### config.mk
export PLATFORM = sky130hd
export DESIGN_NAME = lpcb_rtc
export DESIGN_NICKNAME = d
export VERILOG_FILES = /design/src/pkg/lpcb_pkg.sv /design/src/hw/lpcb_rtc.sv
export SDC_FILE = /design/constraint.sdc
export NUM_CORES = 2
export LEC_CHECK = 0
export ABC_AREA = 1
export BUFFER_PORTS_ARGS = -buffer_cell sky130_fd_sc_hd__buf_4
export CAP_MARGIN = 20
export CORE_MARGIN = 2
export CORE_UTILIZATION = 55
export DETAILED_ROUTE_END_ITERATION = 6
export PLACE_DENSITY = 0.77
export SETUP_SLACK_MARGIN = 0.1
export SLEW_MARGIN = 25
export SYNTH_ARGS = -nofsm -noshare
export SYNTH_HDL_FRONTEND = slang
export SYNTH_SLANG_ARGS = --single-unit
### constraint.sdc
create_clock -name clk -period 2.9 [get_ports clk]
set_clock_uncertainty 0.15 [all_clocks]
set_input_delay 0.435 -clock clk [delete_from_list [all_inputs] [get_ports clk]]
set_output_delay 0.435 -clock clk [all_outputs]
set_load 0.02 [all_outputs]
### src/pkg/lpcb_pkg.sv
// Shared constants and types of the low-power calendar and backup block.
// Assumes a single 20 MHz clock that keeps running in Stop and Standby.
package lpcb_pkg;
   localparam int CLK_NS        = 50;
   localparam int CLK_HZ        = 20_000_000;
   localparam int SUB_W         = 10;
   localparam int SUB_STEPS     = 1 << SUB_W;
   localparam int PRESC_DEF     = CLK_HZ / SUB_STEPS;
   localparam int CAL_OUT_HZ    = 512;
   localparam int MAINS_50      = 50;
   localparam int MAINS_60      = 60;
   localparam int WAKE_UNIT_NS  = 120_000;
   localparam int WAKE_UNIT_CYC = (WAKE_UNIT_NS + CLK_NS - 1) / CLK_NS;
   localparam int WAKE_W        = 30;
   localparam int STBY_EXIT_NS  = 60_000;
   localparam int STBY_EXIT_CYC = STBY_EXIT_NS / CLK_NS;
   localparam int STOP_EXIT_NS  = 8_000;
   localparam int STOP_EXIT_CYC = STOP_EXIT_NS / CLK_NS;
   localparam int EXIT_W        = 11;
   localparam int FILT_DEF      = 4;
   localparam int N_TAMP        = 3;
   localparam int N_ALARM       = 2;
   localparam int BK_WORDS      = 32;
   localparam int BK_AW         = 5;
   localparam int FLG_ALR0      = 0;
   localparam int FLG_WAKE      = 2;
   localparam int FLG_TS        = 3;
   localparam int FLG_TAMP0     = 4;
   localparam int N_FLAGS       = 7;
   localparam logic [7:0] RST_DATE = 8'h01;
   localparam logic [7:0] RST_MON  = 8'h01;
   localparam logic [7:0] RST_YEAR = 8'h00;
   localparam logic [7:0] RST_HOUR = 8'h00;
   localparam logic [2:0] RST_WDAY = 3'h1;
   typedef enum logic [1:0] {PWR_RUN, PWR_STOP, PWR_STANDBY} lpcb_pwr_t;
   typedef enum logic {EX_IDLE, EX_WAIT} lpcb_exit_t;
endpackage : lpcb_pkg

### src/hw/lpcb_rtc.sv
// Calendar timer with alarms, wakeup timer, timestamp, tamper and backup words.
// Assumes all inputs synchronous to clk; the power controller reads the wake request.
`timescale 1ns/10ps
// What this block does
// - Binary sub-second count and BCD calendar registers second to year, hour in 12 or 24 format.
// - Date rolls over at month end for 28, 29, 30 and 31 days.
// - Two independent programmable alarms, each interrupting and waking the device.
// - Periodic wakeup timer from 120 us to 36 hours, interrupting and waking.
// - A 512 Hz calibration output can be driven on a pin.
// - Digital compensation adds or removes timebase pulses against crystal drift.
// - Optional second correction against a 50 or 60 Hz mains reference.
// - Running calendar can be shifted by sub-seconds without stopping the count.
// - External timestamp event captures the calendar and raises an interrupt.
// - Thirty-two 32-bit backup words, 128 bytes of storage.
// - A tamper event clears every backup word.
// - A change on any of three tamper pins clears backups and interrupts.
// - Each tamper input has an optional digital glitch filter.
// - Alarms, tamper, timestamp and wakeup events request exit from Standby within 60 us.
// - Stop and Standby do not halt the calendar or its clock source.
// - Calendar and wakeup state survive Standby; only reset clears the calendar, and reset or wakeEnable low reloads the wakeup timer.
// - Chosen low-speed oscillator stays on in Standby while the calendar runs.
// - Calendar events wake from Stop within 8 us.
module lpcb_rtc
   import lpcb_pkg::*;
#(
   parameter int PRESC    = PRESC_DEF,
   parameter int FILT_LEN = FILT_DEF
) (
   input  wire logic                      clk,
   input  wire logic                      rst_n,
   input  wire logic                      calEnable,
   input  wire logic                      oscSelInternal,
   input  wire logic                      hourFmt12,
   input  wire logic                      calOutEn,
   input  wire logic signed [7:0]         calAdjust,
   input  wire logic                      setStrobe,
   input  wire logic [7:0]                setSec,
   input  wire logic [7:0]                setMin,
   input  wire logic [7:0]                setHour,
   input  wire logic                      setPm,
   input  wire logic [2:0]                setWday,
   input  wire logic [7:0]                setDate,
   input  wire logic [7:0]                setMon,
   input  wire logic [7:0]                setYear,
   input  wire logic                      shiftStrobe,
   input  wire logic                      shiftAddSec,
   input  wire logic [SUB_W-1:0]          shiftFrac,
   input  wire logic                      refEnable,
   input  wire logic                      ref60Hz,
   input  wire logic                      refIn,
   input  wire logic [N_ALARM-1:0]        alarmEnable,
   input  wire logic [N_ALARM-1:0][3:0]   alarmMask,
   input  wire logic [N_ALARM-1:0][7:0]   alarmSec,
   input  wire logic [N_ALARM-1:0][7:0]   alarmMin,
   input  wire logic [N_ALARM-1:0][7:0]   alarmHour,
   input  wire logic [N_ALARM-1:0]        alarmPm,
   input  wire logic [N_ALARM-1:0][7:0]   alarmDate,
   input  wire logic                      wakeEnable,
   input  wire logic [WAKE_W-1:0]         wakeReload,
   input  wire logic                      tsEnable,
   input  wire logic                      tsIn,
   input  wire logic [N_TAMP-1:0]         tampIn,
   input  wire logic [N_TAMP-1:0]         tampFiltEn,
   input  wire logic                      bkWrEn,
   input  wire logic [BK_AW-1:0]          bkAddr,
   input  wire logic [31:0]               bkWrData,
   input  wire logic [N_FLAGS-1:0]        flagClear,
   input  wire logic [N_FLAGS-1:0]        irqEnable,
   input  wire lpcb_pwr_t                 pwrState,
   output logic [SUB_W-1:0]               subSec_q,
   output logic [7:0]                     sec_q,
   output logic [7:0]                     min_q,
   output logic [7:0]                     hour_q,
   output logic                           pm_q,
   output logic                           fmt12_q,
   output logic [2:0]                     wday_q,
   output logic [7:0]                     date_q,
   output logic [7:0]                     mon_q,
   output logic [7:0]                     year_q,
   output logic [SUB_W-1:0]               tsSub_q,
   output logic [7:0]                     tsSec_q,
   output logic [7:0]                     tsMin_q,
   output logic [7:0]                     tsHour_q,
   output logic                           tsPm_q,
   output logic [7:0]                     tsDate_q,
   output logic [7:0]                     tsMon_q,
   output logic                           tsOverflow_q,
   output logic [N_FLAGS-1:0]             flags_q,
   output logic                           irq_q,
   output logic                           wakeReq_q,
   output logic                           exitLate_q,
   output logic                           calOut_q,
   output logic                           xtalOn_q,
   output logic                           intOscOn_q,
   output logic [31:0]                    bkRdData_q
);
   if (PRESC < 256 || PRESC > 65000 || FILT_LEN < 1 || FILT_LEN > 255 || SUB_STEPS != 2 * CAL_OUT_HZ)
      $error("lpcb_rtc: unsupported PRESC, FILT_LEN or sub-second rate");

   function automatic logic [7:0] bcdInc(input logic [7:0] v);
      bcdInc = (v[3:0] == 4'h9) ? {v[7:4] + 4'h1, 4'h0} : {v[7:4], v[3:0] + 4'h1};
   endfunction : bcdInc

   function automatic logic [7:0] lastDay(input logic [7:0] m, input logic [7:0] y);
      logic leap;
      leap = y[4] ? (y[3:0] == 4'h2 || y[3:0] == 4'h6)
                  : (y[3:0] == 4'h0 || y[3:0] == 4'h4 || y[3:0] == 4'h8);
      case (m)
         8'h02:                      lastDay = leap ? 8'h29 : 8'h28;
         8'h04, 8'h06, 8'h09, 8'h11: lastDay = 8'h30;
         default:                    lastDay = 8'h31;
      endcase
   endfunction : lastDay

   // Timebase: one sub-second step per prescaler wrap
   logic [15:0]       presc_q;
   logic [15:0]       prescTop;
   logic              subTick;
   always_comb begin
      prescTop = 16'(PRESC - 1);
      // Correction applied once per second, on the last sub-second step, so one 512 Hz half-period per second is longer or shorter
      if (&subSec_q) prescTop = prescTop + 16'(calAdjust);
   end
   assign subTick = calEnable && (presc_q >= prescTop);

   // Calendar keeps counting whatever pwrState says
   always_ff @(posedge clk) begin
      if (!rst_n || !calEnable) presc_q <= '0;
      else if (subTick) presc_q <= '0;
      else presc_q <= presc_q + 16'h0001;
   end

   always_ff @(posedge clk) begin
      if (!rst_n) calOut_q <= 1'b0;
      else if (!calOutEn) calOut_q <= 1'b0;
      else if (subTick) calOut_q <= !calOut_q;
   end

   // Mains reference
   logic       refPrev_q;
   logic [5:0] refCnt_q;
   logic       refSecond;
   assign refSecond = refEnable && refIn && !refPrev_q
                      && refCnt_q == (ref60Hz ? 6'(MAINS_60 - 1) : 6'(MAINS_50 - 1));
   always_ff @(posedge clk) begin
      if (!rst_n || !refEnable) begin
         refPrev_q <= 1'b0;
         refCnt_q  <= '0;
      end else begin
         refPrev_q <= refIn;
         if (refSecond) refCnt_q <= '0;
         else if (refIn && !refPrev_q) refCnt_q <= refCnt_q + 6'h01;
      end
   end

   // Sub-second shift and second advance
   logic [SUB_W+1:0] shiftSum;
   logic             shiftOk;
   logic             secAdv;
   assign shiftSum = {2'b00, subSec_q} + (shiftAddSec ? (SUB_W+2)'(SUB_STEPS) : '0) - {2'b00, shiftFrac};
   // A pure subtract past zero would need a borrow from seconds; it is ignored
   assign shiftOk  = shiftStrobe && (shiftAddSec || shiftFrac <= subSec_q);
   always_comb begin
      if (setStrobe) secAdv = 1'b0;
      else if (shiftOk) secAdv = shiftSum[SUB_W];
      else if (refSecond) secAdv = subSec_q[SUB_W-1];
      else secAdv = subTick && (&subSec_q);
   end

   always_ff @(posedge clk) begin
      if (!rst_n) subSec_q <= '0;
      else if (setStrobe) subSec_q <= '0;
      else if (shiftOk) subSec_q <= shiftSum[SUB_W-1:0];
      else if (refSecond) subSec_q <= '0;
      else if (subTick) subSec_q <= subSec_q + 1'b1;
   end

   // Calendar next value
   logic [7:0] secD, minD, hourD, dateD, monD, yearD;
   logic [2:0] wdayD;
   logic       pmD, dayCarry;
   always_comb begin
      secD = sec_q;
      minD = min_q;
      hourD = hour_q;
      pmD = pm_q;
      wdayD = wday_q;
      dateD = date_q;
      monD = mon_q;
      yearD = year_q;
      dayCarry = 1'b0;
      if (secAdv) begin
         secD = bcdInc(sec_q);
         if (sec_q == 8'h59) begin
            secD = 8'h00;
            minD = bcdInc(min_q);
            if (min_q == 8'h59) begin
               minD = 8'h00;
               if (fmt12_q) begin
                  hourD = (hour_q == 8'h12) ? 8'h01 : bcdInc(hour_q);
                  if (hour_q == 8'h11) begin
                     pmD = !pm_q;
                     dayCarry = pm_q;
                  end
               end else begin
                  hourD = (hour_q == 8'h23) ? 8'h00 : bcdInc(hour_q);
                  dayCarry = (hour_q == 8'h23);
               end
            end
         end
      end
      if (dayCarry) begin
         wdayD = (wday_q == 3'h7) ? 3'h1 : wday_q + 3'h1;
         dateD = bcdInc(date_q);
         if (date_q == lastDay(mon_q, year_q)) begin
            dateD = 8'h01;
            monD = bcdInc(mon_q);
            if (mon_q == 8'h12) begin
               monD = 8'h01;
               yearD = (year_q == 8'h99) ? 8'h00 : bcdInc(year_q);
            end
         end
      end
   end

   // Only rst_n clears the calendar; it lives in the retained domain
   always_ff @(posedge clk) begin
      if (!rst_n) begin
         sec_q <= 8'h00;
         min_q <= 8'h00;
         hour_q <= RST_HOUR;
         pm_q <= 1'b0;
         fmt12_q <= 1'b0;
         wday_q <= RST_WDAY;
         date_q <= RST_DATE;
         mon_q <= RST_MON;
         year_q <= RST_YEAR;
      end else if (setStrobe) begin
         sec_q <= setSec;
         min_q <= setMin;
         hour_q <= setHour;
         pm_q <= hourFmt12 && setPm;
         fmt12_q <= hourFmt12;
         wday_q <= setWday;
         date_q <= setDate;
         mon_q <= setMon;
         year_q <= setYear;
      end else begin
         sec_q <= secD;
         min_q <= minD;
         hour_q <= hourD;
         pm_q <= pmD;
         wday_q <= wdayD;
         date_q <= dateD;
         mon_q <= monD;
         year_q <= yearD;
      end
   end

   // Alarms compare the calendar one cycle after each second step
   logic               secPulse_q;
   logic [N_ALARM-1:0] alarmHit;
   always_ff @(posedge clk) begin
      if (!rst_n) secPulse_q <= 1'b0;
      else secPulse_q <= secAdv;
   end
   for (genvar a = 0; a < N_ALARM; a++) begin : g_alarm
      assign alarmHit[a] = secPulse_q && alarmEnable[a]
                           && (alarmMask[a][0] || alarmSec[a] == sec_q)
                           && (alarmMask[a][1] || alarmMin[a] == min_q)
                           && (alarmMask[a][2] || (alarmHour[a] == hour_q && (!fmt12_q || alarmPm[a] == pm_q)))
                           && (alarmMask[a][3] || alarmDate[a] == date_q);
   end

   // Wakeup timer: interval is (wakeReload + 1) units of 120 us
   logic [11:0]       wkPre_q;
   logic [WAKE_W-1:0] wkCnt_q;
   logic              wkUnit, wkEvt;
   assign wkUnit = wakeEnable && wkPre_q == 12'(WAKE_UNIT_CYC - 1);
   assign wkEvt  = wkUnit && wkCnt_q == '0;
   always_ff @(posedge clk) begin
      if (!rst_n || !wakeEnable) begin
         wkPre_q <= '0;
         wkCnt_q <= wakeReload;
      end else begin
         wkPre_q <= wkUnit ? 12'h000 : wkPre_q + 12'h001;
         if (wkEvt) wkCnt_q <= wakeReload;
         else if (wkUnit) wkCnt_q <= wkCnt_q - 1'b1;
      end
   end

   // Timestamp on a rising edge of tsIn
   logic tsPrev_q, tsEvt;
   assign tsEvt = tsEnable && tsIn && !tsPrev_q;
   always_ff @(posedge clk) begin
      if (!rst_n) begin
         tsPrev_q <= 1'b0;
         tsSub_q <= '0;
         {tsSec_q, tsMin_q, tsHour_q, tsDate_q, tsMon_q} <= '0;
         tsPm_q <= 1'b0;
         tsOverflow_q <= 1'b0;
      end else begin
         tsPrev_q <= tsIn;
         if (tsEvt) begin
            tsSub_q <= subSec_q;
            tsSec_q <= sec_q;
            tsMin_q <= min_q;
            tsHour_q <= hour_q;
            tsPm_q <= pm_q;
            tsDate_q <= date_q;
            tsMon_q <= mon_q;
         end
         // A second stamp while the flag is still up is reported, set wins
         if (tsEvt && flags_q[FLG_TS]) tsOverflow_q <= 1'b1;
         else if (flagClear[FLG_TS]) tsOverflow_q <= 1'b0;
      end
   end

   // Tamper filter; the first cycle after reset loads the pin level silently
   logic                      armed_q;
   logic [N_TAMP-1:0]         tStable_q, tEvt;
   logic [N_TAMP-1:0][7:0]    tCnt_q;
   always_ff @(posedge clk) begin
      if (!rst_n) armed_q <= 1'b0;
      else armed_q <= 1'b1;
   end
   for (genvar t = 0; t < N_TAMP; t++) begin : g_tamp
      logic accept;
      assign accept  = !tampFiltEn[t] || tCnt_q[t] == 8'(FILT_LEN - 1);
      assign tEvt[t] = armed_q && tampIn[t] != tStable_q[t] && accept;
      always_ff @(posedge clk) begin
         if (!rst_n) begin
            tStable_q[t] <= 1'b0;
            tCnt_q[t] <= '0;
         end else if (!armed_q) begin
            tStable_q[t] <= tampIn[t];
         end else if (tampIn[t] == tStable_q[t] || accept) begin
            tStable_q[t] <= tampIn[t];
            tCnt_q[t] <= '0;
         end else begin
            tCnt_q[t] <= tCnt_q[t] + 8'h01;
         end
      end
   end

   // Backup words
   logic [31:0] bkMem [BK_WORDS];
   logic        tampAny;
   assign tampAny = |tEvt;
   always_ff @(posedge clk) begin
      if (!rst_n || tampAny) begin
         for (int i = 0; i < BK_WORDS; i++) bkMem[i] <= '0;
      end else if (bkWrEn) begin
         bkMem[bkAddr] <= bkWrData;
      end
   end
   always_ff @(posedge clk) begin
      if (!rst_n || tampAny) bkRdData_q <= '0;
      else bkRdData_q <= bkMem[bkAddr];
   end

   // Sticky flags; a new event beats a clear in the same cycle
   logic [N_FLAGS-1:0] flagSet;
   assign flagSet = {tEvt, tsEvt, wkEvt, alarmHit};
   always_ff @(posedge clk) begin
      if (!rst_n) flags_q <= '0;
      else flags_q <= (flags_q & ~flagClear) | flagSet;
   end
   always_ff @(posedge clk) begin
      if (!rst_n) begin
         irq_q <= 1'b0;
         wakeReq_q <= 1'b0;
      end else begin
         irq_q <= |(flags_q & irqEnable);
         wakeReq_q <= |(flags_q & irqEnable) && pwrState != PWR_RUN;
      end
   end

   // Exit watch: flags a power controller that leaves the request unanswered too long
   lpcb_exit_t        exState_q;
   logic [EXIT_W-1:0] exCnt_q;
   logic [EXIT_W-1:0] exLimit;
   assign exLimit = (pwrState == PWR_STANDBY) ? EXIT_W'(STBY_EXIT_CYC) : EXIT_W'(STOP_EXIT_CYC);
   always_ff @(posedge clk) begin
      if (!rst_n) begin
         exState_q <= EX_IDLE;
         exCnt_q <= '0;
         exitLate_q <= 1'b0;
      end else begin
         case (exState_q)
            EX_IDLE: begin
               exCnt_q <= '0;
               if (wakeReq_q) begin
                  exState_q <= EX_WAIT;
                  exitLate_q <= 1'b0;
               end
            end
            EX_WAIT: begin
               exCnt_q <= exCnt_q + 1'b1;
               if (pwrState == PWR_RUN || !wakeReq_q) exState_q <= EX_IDLE;
               else if (exCnt_q >= exLimit) exitLate_q <= 1'b1;
            end
            default: exState_q <= EX_IDLE;
         endcase
      end
   end

   // Selected oscillator enable held in every power state
   always_ff @(posedge clk) begin
      if (!rst_n) begin
         xtalOn_q <= 1'b0;
         intOscOn_q <= 1'b0;
      end else begin
         xtalOn_q <= calEnable && !oscSelInternal;
         intOscOn_q <= calEnable && oscSelInternal;
      end
   end
endmodule : lpcb_rtc

**After elaboration in Yosys (flattened, before gate mapping)**

Memories as Yosys holds them, arrays and structs flattened. A register that Yosys moved wholly into a read port is not among the register bits.
Index checks and enable logic that the tools add are counted.

- $add $sub $neg: 25
- $lt $le $gt $ge: 3
- Equal/unequal tests: 52
- Multiplexer cells: 91
- Bitwise gates (word level): 6
- Reductions and logical operators: 114

Operators by type and width:

| kind | count |
|---|---|
| two-way mux 8 bit | 36 |
| two-way mux 30 bit | 3 |
| equality test 8 bit | 9 |
| adder 4 x 1 -> 4 bit (second input constant) | 12 |
| two-way mux 1 bit | 36 |
| logical AND 1 bit | 34 |
| equality test 8 x 2 -> 1 bit (second input constant) | 4 |
| equality test 8 x 5 -> 1 bit (second input constant) | 4 |
| two-way mux 32 bit | 1 |
| OR reduction 32 bit | 1 |
| zero test 30 bit | 1 |
| two-way mux 10 bit | 3 |
| subtractor 30 x 1 -> 30 bit (second input constant) | 1 |
| equality test 4 bit (second input constant) | 7 |
| logical OR 1 bit | 25 |
| adder 8 x 1 -> 8 bit (second input constant) | 3 |
| two-way mux 11 bit | 2 |
| one-hot mux 11 bit (2 select lines) | 1 |
| nonzero test 3 bit | 7 |
| nonzero test 2 bit | 10 |
| adder 15 x 16 -> 16 bit (first input constant) | 1 |
| adder 16 x 1 -> 16 bit (second input constant) | 1 |
| equality test 8 x 3 -> 1 bit (second input constant) | 2 |
| equality test 8 x 7 -> 1 bit (second input constant) | 2 |
| 45 further kinds | 85 |

- Bits in registers: 235
- Bits in writable memories: 1,024
- Input bits: 251
- Output and inout port bits: 160
- Word-level logic and storage cells: 338
- Memories kept: 1

Memory list:

| memory | depth | width | read ports | clocked after memory_dff | write ports | RTL line | text |
|---|---|---|---|---|---|---|---|
| bkMem | 32 | 32 | 1 | 1 | 32 | lpcb_rtc.sv:347 | `logic [31:0] bkMem [BK_WORDS];` |

**Depth between registers and ports, before layout**

- Word-level depth: 14
- Depth in mapped cells: 27

**Worst setup path before layout**

Ideal clock, no wire load.

- Kind: register to register
- Start point: reg subSec_q[0]
- End point: reg min_q[5]
- Setup time: 116 ps
- Arrival: 3,060 ps
- Data required time: 2,634 ps
- Path slack: -426 ps
- Stages on the path, launching flop included: 26
- Buffers on the path: 1
- Period minus slack after synthesis: 3,326 ps
- Path through: dfxtp_1 -> ha_1 -> nand2_2 -> nor2_2 -> nand2_2 -> nor2_4 -> nand2_2 -> nor3_4 -> inv_1 -> nor3b_1 -> ha_1 -> nand2_1 -> nor2_1 -> nor2_1 -> nand2_1 -> nand2_1 -> nand2_1 -> nand2_1 -> nand2_1 -> nand3_2 -> nand2_2 -> nand2_4 -> nand2_4 -> buf_4 -> a21oi_1 -> nor2_1

- Word-level cells in the longest chain between the ends: 10
- Elaborated cells on any way between the ends: 15

RTL lines:

| element | RTL line | text |
|---|---|---|
| from (decl) | lpcb_rtc.sv:70 | `output logic [SUB_W-1:0] subSec_q,` |
| from (signal assigned) | lpcb_rtc.sv:173 | `else if (shiftOk) subSec_q <= shiftSum[SUB_W-1:0];` |
| from (signal assigned) | lpcb_rtc.sv:175 | `else if (subTick) subSec_q <= subSec_q + 1'b1;` |
| parallel branches: the longest is 6 deep, another holds adder 10 x 11 -> 11 bit | n/a |  |
| two-way mux 1 bit (*) | lpcb_rtc.sv:165 | `else if (shiftOk) secAdv = shiftSum[SUB_W];` |
| two-way mux 1 bit (*) | lpcb_rtc.sv:164 | `if (setStrobe) secAdv = 1'b0;` |
| nonzero test 2 bit (no source line) (*) | n/a |  |
| AND reduction 3 bit (no source line) (*) | n/a |  |
| to (signal assigned) | lpcb_rtc.sv:240 | `min_q <= setMin;` |
| to (signal assigned) | lpcb_rtc.sv:250 | `min_q <= minD;` |
| to (decl) | lpcb_rtc.sv:72 | `output logic [7:0] min_q,` |

Every way passes the cells marked *.
A chain may end at the register's enable or synchronous reset.

**Final worst setup path**

- Start point: reg subSec_q[0]
- End point: reg year_q[3]

- Word-level cells in the longest chain between the ends: 11
- Elaborated cells on any way between the ends: 16

RTL lines:

| element | RTL line | text |
|---|---|---|
| parallel branches: the longest is 6 deep, another holds adder 10 x 11 -> 11 bit | n/a |  |
| two-way mux 1 bit (*) | lpcb_rtc.sv:165 |  |
| two-way mux 1 bit (*) | lpcb_rtc.sv:164 |  |
| two-way mux 1 bit (*) | lpcb_rtc.sv:192 | `if (secAdv) begin` |
| nonzero test 2 bit (no source line) (*) | n/a |  |
| AND reduction 3 bit (no source line) (*) | n/a |  |
| to (signal assigned) | lpcb_rtc.sv:247 | `year_q <= setYear;` |
| to (signal assigned) | lpcb_rtc.sv:256 | `year_q <= yearD;` |
| to (decl) | lpcb_rtc.sv:79 | `output logic [7:0] year_q,` |

Marks and branches as above.

==> flow_summary.yaml <==
outcome:
  status: "finished with violations"
  violations: "DRC, setup timing"
place:
  port_buffers: 410
  pre_cts_ws_ns: -0.446
  dp_hpwl_mm: 119
  place.gp.congestion: 0.945
synthesis:
  synth_top_area_cell: "edfxtp_1"
  synth_edf_count: 1054
  syn_avg_cell_area_um2: 10.7
  yosys-top-cells-area: "edfxtp_1, dfxtp_1, nor2_1"
  synthArstFlopShare_pct: 0
  yosysTopAreaCellShare_pct: 55.8
  synth_area_um2: 56700
  synth_nets: 5626
  synth-adder-area-share_pct: 1.47
  synth-compound-area-share_pct: 13.1
  synth-xor-area-share_pct: 1.91
  synthFlopType: "edfxtp_1"
  ys_ff_latch: 1291
  synth_top_family_by_area: "simple AND/OR/NAND/NOR gates"
  synth_most_common_cell: "nor2_1"
  yosys.area_share.simple_pct: 14.3
  synth_commonest_cells: "nor2_1, edfxtp_1, a22oi_1, a21oi_1, nand2_1"
  yosys-mux-area-fraction_pct: 0.331
  yosysUniqueCellTypes: 61
  syn_inst: 5309
  ys_warn_count: 0
  yosysSeqAreaShare_pct: 64.1
drt:
  wl_per_cell_um: 24.9
  vias: 46400
  drt_iter0_markers: 6557
  dr.pass1.iters: 7
  final_antenna_net_count: 0
  viasPerCell: 6.23
  wl_mm: 185
  drc_errors: 1
cells_and_area:
  final_layout_size_suffix_gt1_share_pct: 20.0
  areaGrowthSynthToFinish_pct: 23.5
  nNetsFinal: 6281
  fillers: 7073
  final_util_pct: 68.7
critical_path:
  worstPathRequired_ns: 3.41
  start_kind: "flip-flop"
  endpoint_kind: "flip-flop"
  criticalPathCategory: "flip-flop to flip-flop"
  worst_ep_arrival_time_ns: 3.74
  r2r-start: "subSec_q[0]$_SDFFE_PP0P_"
  reg2reg_depth: 23
  cp_max_fo: 7
  r2r-end: "year_q[3]$_SDFFE_PN0P_"
  ff2ff_setup_slack_ns: -0.34
clock_network:
  clock_latency_ns: 0.77
  clock-sinks: 1291
  clk_pin_slew_ns: 0.06
  ctsLongestPathBuffers: 3
  clock-root-buffer: "clkbuf_16"
  numCtsBuffers: 134
  htree_levels: 4
  cts_tree: "done"
global_route:
  grt-ovfl-total: 0
  grt_pass1_vias: 45900
  grt_use_total_pct: 34.3
  grt_pass1_wl_mm: 276
  grt_max_degree: 94
  antenna_found_initial: 5
run:
  maxCapViolations: 0
timing:
  layout_min_cycle_time_ns: 3.24
  tightest_slew_ns: 1.05
  tns_ns: -18.24
  hold_viol: 0
  fin_crit_sh_pct: 112
  timing.hold.ws_ns: 0.0518
  slew_headroom_pct: 29.8
  max_freq_ghz: 0.309
  setup_viol: 79
  slew_violations: 0
  finalWorstSetupSlack_ns: -0.338
  rsz0062_at_grt: "yes"
power_and_ir_drop:
  vdd_drop_max_mv: 0.482
  finalPower_mw: 44.0
  p_leak_nw: 27.8
  powerDensity_nw_per_um2: 627
worst_hold_path:
  min_to: "pm_q$_SDFFE_PN0P_"
  hold_class: "primary input to flip-flop"
  min_path_cells: 5
  hold_start: "setPm"
die:
  core_um2: 102000
  fp.dieH_um: 325
  io_pins: 411
  die_w_um: 325
  rows: 117
  start_util_pct: 55.6
  dieArea_um2: 106000
-- cells in the final DEF (no fill, tap or decap), types with 50 or more instances in the layout --
cell           count
a21oi_1          407
a22oi_1          522
buf_12            75
buf_4            710
clkbuf_16        136
dfxtp_1          233
dlygate4sd3_1    112
edfxtp_1        1054
ha_1              64
inv_1            248
nand2_1          362
nand2_2           58
nand3_1          104
nor2_1          1201
nor3_1            52
nor4_1            50
o21ai_0          123
xor2_1            85
-- worst max-delay path: stages (launching register included) --
cell	delay [ns]
dfxtp_4	0.35
ha_4	0.15
nand2_4	0.06
nor2_4	0.10
nand2_2	0.08
nor2_4	0.10
nand2_2	0.08
nor3_4	0.16
buf_6	0.14
nand4_1	0.10
ha_1	0.32
nand2_1	0.06
inv_1	0.04
o21bai_1	0.12
nand2_1	0.08
a21oi_2	0.13
nand2_2	0.09
nand3_4	0.10
nand2_8	0.08
nand3_4	0.15
nand2_4	0.13
nand2_2	0.11
nand2_1	0.06
a21oi_1	0.18
-- metrics by stage --
step | cell area, um2 | cells
after floorplan | 57000 | 5309
after global placement | 63900 | 7063
after detailed placement | 63900 | 7063
after CTS | 69800 | 7432
after global routing | 70100 | 7437
final | 70100 | 7440
-- registers in the layout, indices dropped and copies added, names as in the netlist, 3 cells and up --
register,flops
tStable_q,3
wday_q,3
tsSub_q,10
sec_q,8
exCnt_q,11
subSec_q,10
tCnt_q,24
hour_q,8
bkMem,1024
date_q,8
tsDate_q,8
flags_q,7
tsMon_q,8
tsMin_q,8
min_q,8
mon_q,8
presc_q,16
tsHour_q,8
year_q,8
tsSec_q,8
bkRdData_q,32
wkCnt_q,30
refCnt_q,6
wkPre_q,12
-- kinds of logic after synthesis --
logic type                 Yosys count
other                                1
muxes                               17
xor gates and xnor gates           124
AOI/OAI and AO/OA                 1172
buffers and inverters              668
and+or+nand+nor                   1970
adders and majority gates           66
DFF                               1291
-- power by group --
group          internal [mW]  switching (mW)  leakage (nW)
sequential              21.6           0.537          13.2
clock                   9.52            7.49          2.11
combinational           1.72            3.12          12.4
total                   32.8            11.1          27.8
-- how the worst max path moves through the flow --
stage | slack, ns | depth (start not counted) | startpoint | to
2_1_floorplan | -0.20 | 25 | subSec_q[0]$_SDFFE_PP0P_ | min_q[5]$_SDFFE_PN0P_
3_3_place_gp | -0.37 | 25 | subSec_q[0]$_SDFFE_PP0P_ | mon_q[6]$_SDFFE_PN0P_
3_5_place_dp | -0.45 | 23 | subSec_q[0]$_SDFFE_PP0P_ | wday_q[0]$_SDFFE_PN1P_
5_1_grt | -0.58 | 24 | subSec_q[0]$_SDFFE_PP0P_ | year_q[7]$_SDFFE_PN0P_
6_report | -0.34 | 23 | subSec_q[0]$_SDFFE_PP0P_ | year_q[3]$_SDFFE_PN0P_
4_1_cts | -0.28 | 23 | subSec_q[0]$_SDFFE_PP0P_ | mon_q[3]$_SDFFE_PN0P_
-- layer usage --
layer,GRT usage (%),part of all wire [%],up-vias
li1,-,-,20100
met4,20.7,6.9,0
met3,8.24,13,701
met1,42.8,34,22200
met2,54.5,46,3375
met5,0,0,-
-- layout make-up --
class / count / area [um2] / share of cell area (%)
sequential: 1291 / 36400 / 51.9
multi-input combinational: 3357 / 18400 / 26.3
timing repair buffer: 920 / 8240 / 11.8
clock buffer: 176 / 3600 / 5.14
tap: 1368 / 1710 / 2.44
inverter: 260 / 991 / 1.41
clock inverter: 63 / 718 / 1.02
antenna: 5 / 12.5 / 0.0179
-- repair_timing --
action	CTS	global route
buffers inserted	10	3
hold endpoints to repair	117	0
gates resized for setup	72	56
endpoints found under the setup margin	136	617
pin swaps	8	10
gates cloned	8	0
hold buffers	112	0
Power figures use the tool's default switching activity.
